[src/shared/lpt_pkg.sv]
// constants shared by the serial display-link transmitter
package lpt_pkg;
    localparam int PAIRS = 3;
    localparam int SLOTS = 7;
    localparam int COLOR_W = 6;
    localparam int WORD_W = 21;
    localparam int SLOT_W = 3;
    localparam int GAP_W = 5;
    localparam int EDGE_W = 4;
    localparam int TMR_W = 20;
    localparam logic [SLOT_W-1:0] FIRST_SLOT = 3'h0;
    localparam logic [SLOT_W-1:0] LAST_SLOT = 3'h6;
    // forwarded clock level per slot, slot 0 in bit 0
    localparam logic [SLOTS-1:0] CLK_PATTERN = 7'h63;
    // strobe edges needed before output is declared valid
    localparam logic [EDGE_W-1:0] LOCK_EDGES = 4'h8;
    // cycles without a strobe before the input clock counts as stopped
    localparam logic [GAP_W-1:0] STALL_CYC = 5'h1C;
    localparam int CLK_PERIOD_NS = 20;
    localparam int PD_DELAY_NS = 100;
    localparam int PD_DELAY_CYC = PD_DELAY_NS / CLK_PERIOD_NS;
    localparam int LOCK_TIME_MS = 10;
    localparam int LOCK_TIME_CYC = LOCK_TIME_MS * 1000000 / CLK_PERIOD_NS;
endpackage

[src/rtl/lpt_serializer_tx.sv]
// serial display-link transmitter: capture, serialize, forward clock

module lpt_serializer_tx #(
    parameter int LOCK_LIMIT_CYCLES = lpt_pkg::LOCK_TIME_CYC
) (
    // clock and reset
    input wire logic clk,
    input wire logic rst_n,
    // pins from the graphics source
    input wire logic pixel_clock_input,
    input wire logic strobe_edge_select,
    input wire logic power_down_n,
    input wire logic [lpt_pkg::COLOR_W-1:0] red,
    input wire logic [lpt_pkg::COLOR_W-1:0] green,
    input wire logic [lpt_pkg::COLOR_W-1:0] blue,
    input wire logic line_sync,
    input wire logic frame_sync,
    input wire logic pixel_data_valid,
    // serial side
    output logic [lpt_pkg::PAIRS-1:0] serial_data_pairs,
    output logic serial_data_oe,
    output logic forwarded_clock_pair,
    output logic forwarded_clock_oe,
    // status
    output logic link_locked
);
    logic pclk_s1_q, pclk_s2_q, pclk_s3_q;
    logic pd_s1_q, pd_s2_q;
    logic sel_s1_q, sel_s2_q;
    logic [lpt_pkg::WORD_W-1:0] word_s1_q, word_s2_q;
    logic [lpt_pkg::WORD_W-1:0] pins_word;
    logic run, rise, fall, strobe;

    logic [lpt_pkg::WORD_W-1:0] word_q, word_d;
    logic [lpt_pkg::SLOT_W-1:0] slot_q, slot_d;
    logic busy_q, busy_d;
    logic [lpt_pkg::GAP_W-1:0] gap_q, gap_d;
    logic [lpt_pkg::EDGE_W-1:0] edges_q, edges_d;
    logic locked_q, locked_d;
    logic [lpt_pkg::TMR_W-1:0] tmr_q, tmr_d;
    logic [lpt_pkg::PAIRS-1:0] dout_q, dout_d;
    logic cout_q, cout_d;
    logic doe_q, doe_d;
    logic coe_q, coe_d;
    logic map_bit0, map_bit_top;

    assign pins_word = {pixel_data_valid, frame_sync, line_sync,
                        blue, green, red};

    // two-flop synchronisers for every pin
    always_ff @(posedge clk)
    begin
        if (!rst_n)
        begin
            pclk_s1_q <= 1'b0;
            pclk_s2_q <= 1'b0;
            pclk_s3_q <= 1'b0;
            pd_s1_q <= 1'b0;
            pd_s2_q <= 1'b0;
            sel_s1_q <= 1'b0;
            sel_s2_q <= 1'b0;
            word_s1_q <= '0;
            word_s2_q <= '0;
        end
        else
        begin
            pclk_s1_q <= pixel_clock_input;
            pclk_s2_q <= pclk_s1_q;
            pclk_s3_q <= pclk_s2_q;
            pd_s1_q <= power_down_n;
            pd_s2_q <= pd_s1_q;
            sel_s1_q <= strobe_edge_select;
            sel_s2_q <= sel_s1_q;
            word_s1_q <= pins_word;
            word_s2_q <= word_s1_q;
        end
    end

    assign run = pd_s2_q;
    assign rise = pclk_s2_q & ~pclk_s3_q;
    assign fall = ~pclk_s2_q & pclk_s3_q;
    assign strobe = sel_s2_q ? rise : fall;
    assign map_bit0 = word_q[slot_q];
    assign map_bit_top = word_q[(lpt_pkg::PAIRS - 1) * lpt_pkg::SLOTS
                                + int'(slot_q)];

    // capture, slot sequencing, lock tracking and output drive
    always_comb
    begin
        word_d = word_q;
        slot_d = slot_q;
        busy_d = busy_q;
        gap_d = gap_q;
        edges_d = edges_q;
        locked_d = locked_q;
        tmr_d = tmr_q;
        dout_d = '0;
        cout_d = 1'b0;
        doe_d = 1'b0;
        coe_d = 1'b0;
        if (!run)
        begin
            busy_d = 1'b0;
            slot_d = lpt_pkg::FIRST_SLOT;
            gap_d = '0;
            edges_d = '0;
            locked_d = 1'b0;
            tmr_d = '0;
        end
        else
        begin
            doe_d = 1'b1;
            coe_d = 1'b1;
            if (strobe)
            begin
                word_d = word_s2_q;
                slot_d = lpt_pkg::FIRST_SLOT;
                busy_d = 1'b1;
                gap_d = '0;
                if (edges_q != lpt_pkg::LOCK_EDGES)
                begin
                    edges_d = edges_q + 1'b1;
                end
            end
            else
            begin
                if (gap_q != lpt_pkg::STALL_CYC)
                begin
                    gap_d = gap_q + 1'b1;
                end
                if (busy_q)
                begin
                    if (slot_q == lpt_pkg::LAST_SLOT)
                    begin
                        busy_d = 1'b0;
                    end
                    else
                    begin
                        slot_d = slot_q + 1'b1;
                    end
                end
                if (gap_q == lpt_pkg::STALL_CYC)
                begin
                    edges_d = '0;
                    locked_d = 1'b0;
                    busy_d = 1'b0;
                end
            end
            if (edges_q == lpt_pkg::LOCK_EDGES && gap_q != lpt_pkg::STALL_CYC)
            begin
                locked_d = 1'b1;
            end
            if (!locked_q && edges_q != '0)
            begin
                tmr_d = tmr_q + 1'b1;
            end
            else
            begin
                tmr_d = '0;
            end
            if (locked_q && busy_q)
            begin
                for (int p = 0; p < lpt_pkg::PAIRS; p++)
                begin
                    dout_d[p] = word_q[p * lpt_pkg::SLOTS + int'(slot_q)];
                end
                cout_d = lpt_pkg::CLK_PATTERN[slot_q];
            end
        end
    end

    always_ff @(posedge clk)
    begin
        if (!rst_n)
        begin
            word_q <= '0;
            slot_q <= lpt_pkg::FIRST_SLOT;
            busy_q <= 1'b0;
            gap_q <= '0;
            edges_q <= '0;
            locked_q <= 1'b0;
            tmr_q <= '0;
            dout_q <= '0;
            cout_q <= 1'b0;
            doe_q <= 1'b0;
            coe_q <= 1'b0;
        end
        else
        begin
            word_q <= word_d;
            slot_q <= slot_d;
            busy_q <= busy_d;
            gap_q <= gap_d;
            edges_q <= edges_d;
            locked_q <= locked_d;
            tmr_q <= tmr_d;
            dout_q <= dout_d;
            cout_q <= cout_d;
            doe_q <= doe_d;
            coe_q <= coe_d;
        end
    end

    assign serial_data_pairs = dout_q;
    assign forwarded_clock_pair = cout_q;
    assign serial_data_oe = doe_q;
    assign forwarded_clock_oe = coe_q;
    assign link_locked = locked_q;

    AST_PD_OFF: assert property (@(posedge clk)
        disable iff (!rst_n) !pd_s2_q
        |=> !serial_data_oe && !forwarded_clock_oe)
        else $error("outputs enabled during power-down");

    AST_PD_DELAY: assert property (@(posedge clk)
        disable iff (!rst_n) (!power_down_n)[*4]
        |=> !serial_data_oe && !forwarded_clock_oe)
        else $error("outputs not off within power-down delay");

    AST_FALL_EDGE: assert property (@(posedge clk)
        disable iff (!rst_n) (run && fall && !sel_s2_q)
        |=> busy_q && slot_q == lpt_pkg::FIRST_SLOT)
        else $error("falling edge strobe not taken");

    AST_RISE_EDGE: assert property (@(posedge clk)
        disable iff (!rst_n) (run && rise && sel_s2_q)
        |=> busy_q && slot_q == lpt_pkg::FIRST_SLOT)
        else $error("rising edge strobe not taken");

    AST_CAPTURE: assert property (@(posedge clk)
        disable iff (!rst_n) (run && strobe)
        |=> word_q == $past(word_s2_q))
        else $error("captured word differs from inputs");

    AST_NO_SPURIOUS: assert property (@(posedge clk)
        disable iff (!rst_n) (run && !strobe && !busy_q)
        |=> !busy_q)
        else $error("slot sequence started without strobe");

    AST_SLOT_STEP: assert property (@(posedge clk)
        disable iff (!rst_n) (run && busy_q && !strobe
            && slot_q != lpt_pkg::LAST_SLOT && gap_q != lpt_pkg::STALL_CYC)
        |=> slot_q == $past(slot_q) + 1'b1)
        else $error("slot did not advance by one");

    AST_IDLE_ZERO: assert property (@(posedge clk)
        disable iff (!rst_n) (run && busy_q && !strobe
            && slot_q == lpt_pkg::LAST_SLOT)
        |=> !busy_q ##1 serial_data_pairs == '0 && !forwarded_clock_pair)
        else $error("outputs not idle after last slot");

    AST_DATA_MAP: assert property (@(posedge clk)
        disable iff (!rst_n) (run && locked_q && busy_q)
        |=> serial_data_pairs[0] == $past(map_bit0))
        else $error("data pair bit not from its slot");

    AST_DATA_MAP_TOP: assert property (@(posedge clk)
        disable iff (!rst_n) (run && locked_q && busy_q)
        |=> serial_data_pairs[lpt_pkg::PAIRS-1] == $past(map_bit_top))
        else $error("top data pair bit not from its slot");

    AST_CLK_PATTERN: assert property (@(posedge clk)
        disable iff (!rst_n) (run && locked_q && busy_q)
        |=> forwarded_clock_pair == lpt_pkg::CLK_PATTERN[$past(slot_q)])
        else $error("forwarded clock pattern wrong");

    AST_STALL_UNLOCK: assert property (@(posedge clk)
        disable iff (!rst_n) (gap_q == lpt_pkg::STALL_CYC && !strobe)
        |=> !link_locked && edges_q == '0)
        else $error("stopped clock did not drop lock");

    AST_RESET_HOLD: assert property (@(posedge clk)
        disable iff (!rst_n) !run
        |=> !link_locked && !busy_q && tmr_q == '0)
        else $error("state not held in reset during power-down");

    AST_OE_ON: assert property (@(posedge clk)
        disable iff (!rst_n) run
        |=> serial_data_oe && forwarded_clock_oe)
        else $error("outputs not enabled outside power-down");

    AST_LOCK_SET: assert property (@(posedge clk)
        disable iff (!rst_n) (run && edges_q == lpt_pkg::LOCK_EDGES
            && gap_q != lpt_pkg::STALL_CYC)
        |=> link_locked)
        else $error("lock not taken after enough strobes");

    AST_UNLOCKED_QUIET: assert property (@(posedge clk)
        disable iff (!rst_n) !locked_q
        |=> serial_data_pairs == '0 && !forwarded_clock_pair)
        else $error("outputs driven before lock");

    AST_TMR_CLEAR: assert property (@(posedge clk)
        disable iff (!rst_n) (locked_q || edges_q == '0)
        |=> tmr_q == '0)
        else $error("lock timer not cleared");

    AST_LOCK_TIME: assert property (@(posedge clk)
        disable iff (!rst_n) tmr_q < LOCK_LIMIT_CYCLES)
        else $error("lock not reached within lock time");
endmodule

[config.mk]
export PLATFORM = sky130hd
export DESIGN_NAME = lpt_serializer_tx
export DESIGN_NICKNAME = d
export VERILOG_FILES = /design/src/shared/lpt_pkg.sv /design/src/rtl/lpt_serializer_tx.sv
export SDC_FILE = /design/constraint.sdc
export NUM_CORES = 1
export LEC_CHECK = 0
export BUFFER_PORTS_ARGS = -buffer_cell sky130_fd_sc_hd__buf_2
export CAP_MARGIN = 40
export CORE_MARGIN = 2
export CORE_UTILIZATION = 46
export DETAILED_ROUTE_END_ITERATION = 12
export SETUP_SLACK_MARGIN = 0.5
export SLEW_MARGIN = 20
export SYNTH_ARGS = -nofsm -noshare
export SYNTH_HDL_FRONTEND = slang
export SYNTH_SLANG_ARGS = --single-unit
[constraint.sdc]
create_clock -name clk -period 5.9 [get_ports clk]
set_input_delay 1.18 -clock clk [delete_from_list [all_inputs] [get_ports clk]]
set_output_delay 1.18 -clock clk [all_outputs]
set_load 0.02 [all_outputs]
==> results.cfg <==
[sta]
setup_viol = 0
fin_tns_setup_ns = 0
slew_headroom_pct = 52.3
setup_ws_ns = 3.41
timing.final.crit_share_pct = 42.3
worstMarginPinSlew_ns = 0.715
timing.fmax_mhz = 401
finalMaxSlewViolations = 0
period_minus_slack_ns = 2.49
rsz0062_at_grt = false
fin_skew_ns = 0.00899
hold_viol = 0

[cells_and_area]
drive_gt1_share_pct = 17.2
layout_commonest_cell = dfxtp_1
fin_util_pct = 54.9
antenna_cells = 0
fin_nets = 380
final_cell_mix = dfxtp_1, and2_1, buf_2
area_delta_synth_final_pct = 14.4

[placed_design]
gp_congestion = 0.819
post-dp-hpwl_um = 3450
pre_cts_slack_ns = 3.19
numPortBuffers = 32

[global_route]
grt_first_pass_wirelength_um = 9140
grt_usage_pct = 15.0
overflow = 0
antenna_found_initial = 0
grt_pass1_vias = 2006
grt_max_degree = 51

[clocking]
cts.sinks = 89
htreeDepth = 3
cts.root.buffer_cell = clkbuf_8
hold_buffers = 0
cts_resized = 0
clock_latency_ns = 0.35
cts_tree = done
cts_setup_buffers = 0
clk_pin_slew_ns = 0.08
cts_buffers = 9
clockBufferDepth = 2

[die]
die-area_um2 = 7860
die_y_um = 88.7
io_pins = 33
start_util_pct = 48.0
core_area_um2 = 6870
num_rows = 30
die_w_um = 88.7

[synth]
synth_nets = 351
ys_warn_count = 0
post_synth_inst_count = 315
yosysTopAreaCell = dfxtp_1
yosysUniqueCellTypes = 29
synth.avg_cell_area_um2 = 10.5
synth_area_um2 = 3300
seq_area_frac_synth_pct = 54.0
synth_area_leaders = dfxtp_1, and2_1, a21boi_0
ys_seq_elements = 89
synth.top_cell.area_share_pct = 54.0

[route]
antenna_left = 0
drt-vias-per-instance = 4.82
detail_route.iter0.violations = 106
routed.top_layer = met4
num_vias = 2146
drcViolationCount = 0
dr_wl_met2_um = 2460
dr_wl_met3_um = 150
m1WireLength_um = 2610
dr.pass1.iters = 5
wl_per_cell_um = 11.9
wl_um = 5300

[pwr]
p_sw_uw = 230
power_density_nw_per_um2 = 297
ir_drop_mv = 0.179
pwr-share-seq_pct = 55.4
p_leak_nw = 1.43
internal_power_uw = 889
swShare_pct = 20.6
p_comb_share_pct = 3.1
power_frac_clock_pct = 41.4

[worst_setup_path]
path_max_fanout = 14
worst_ep_arrival_time_ns = 2.73
cp-startpoint = slot_q[0]
cp_top_family = multiplexers
r2r-start = slot_q[0]
startpoint_type = register
cp.buffers_inverters = 1
crit_chain = inv_1 > ha_1 > mux4_2 > mux4_2 > nor2b_4
path_class = reg2reg
cp-end-kind = register
slowest_delay_ns = 0.79
critical-path-slowest-cell = dfxtp_1
cp_common_cell = mux4_2
required_ns = 6.14

[run_status]
outcome = completed

[flow_run]
maxCapViolCount = 0

[hold_path]
hold_path_class = reg2reg
min_from = word_s1_q[17]
[power by group through the flow]
stage / Combinational (mW) / Sequential (mW) / Clock, mW
after floorplan: 0.0219 / 0.633 / 0
after global placement: 0.0311 / 0.635 / 0
after detailed placement: 0.0331 / 0.636 / 0
after CTS: 0.0332 / 0.622 / 0.476
after global routing: 0.0401 / 0.622 / 0.502
final: 0.0352 / 0.620 / 0.463
[cells in the mapped netlist (all sizes together)]
master and instances:
or3b 1, nor3 5, xor2 2, o21ai 3, and3b 1, dfxtp 89, nand4 1, nand2 31
buf 4, and3 1, mux2i 1, a21bo 1, and2 49, nand3 26, ha 10, nor3b 1
nor2b 1, a211oi 5, mux4 10, a31oi 1, xnor2 3, a21boi 23, inv 8, nor2 10
clkbuf 13, nand3b 2, a21oi 13
[sequential cells by signal, summed over array words and instances, names as in the netlist]
name,cells
busy_q,1
edges_q,4
forwarded_clock_oe,1
forwarded_clock_pair,1
gap_q,5
link_locked,1
pclk_s1_q,1
pclk_s2_q,1
pclk_s3_q,1
pd_s1_q,1
pd_s2_q,1
sel_s1_q,1
sel_s2_q,1
serial_data_pairs,3
slot_q,3
word_q,21
word_s1_q,21
word_s2_q,21
[through the flow]
stage                     instances  hold slack, ns  instance area (um2)  total power, mW
after floorplan                 315           0.412                 3300            0.655
after global placement          426           0.415                 3500            0.667
after detailed placement        427           0.418                 3520            0.669
after CTS                       443           0.440                 3740             1.13
after global routing            445           0.449                 3770             1.16
final                           445           0.437                 3770             1.12
[cell families (layout without fill, tap and decap cells)]
family	Yosys count	after routing	synth area share [%]
AO/OA/AOI/OAI	46	46	9.29
XOR/XNOR	5	5	1.33
adder cells (fa/ha/maj)	10	10	3.79
buffers and inverters	25	59	3.41
flip-flops	89	89	54.0
multiplexers	11	11	7.47
AND/OR/NAND/NOR	129	129	20.7
[cell type report]
class,instances,area [um2]
Inverter,8,30.0
Tap cell,96,120
Clock inverter,5,85.1
Sequential cell,89,1780
Fill cell,639,3100
Clock buffer,11,141
Multi-Input combinational cell,201,1400
Timing Repair Buffer,35,210
[worst paths after layout]
check	to	slack [ns]	cells after the start
hold reg to reg	word_s2_q[17]	0.44	1
setup / recovery	serial_data_pairs[1]	3.41	5
hold / removal	word_s2_q[17]	0.44	1
setup reg to reg	serial_data_pairs[1]	3.41	5
[layer usage]
| metal | GRT usage [%] | vias to the layer above |
|---|---|---|
| li1 | - | 1122 |
| met1 | 19.8 | 982 |
| met2 | 23.3 | 34 |
| met3 | 3.36 | 8 |
| met4 | 7.44 | 0 |
| met5 | 0 | - |
No activity file was read; power rests on OpenSTA's default activity.
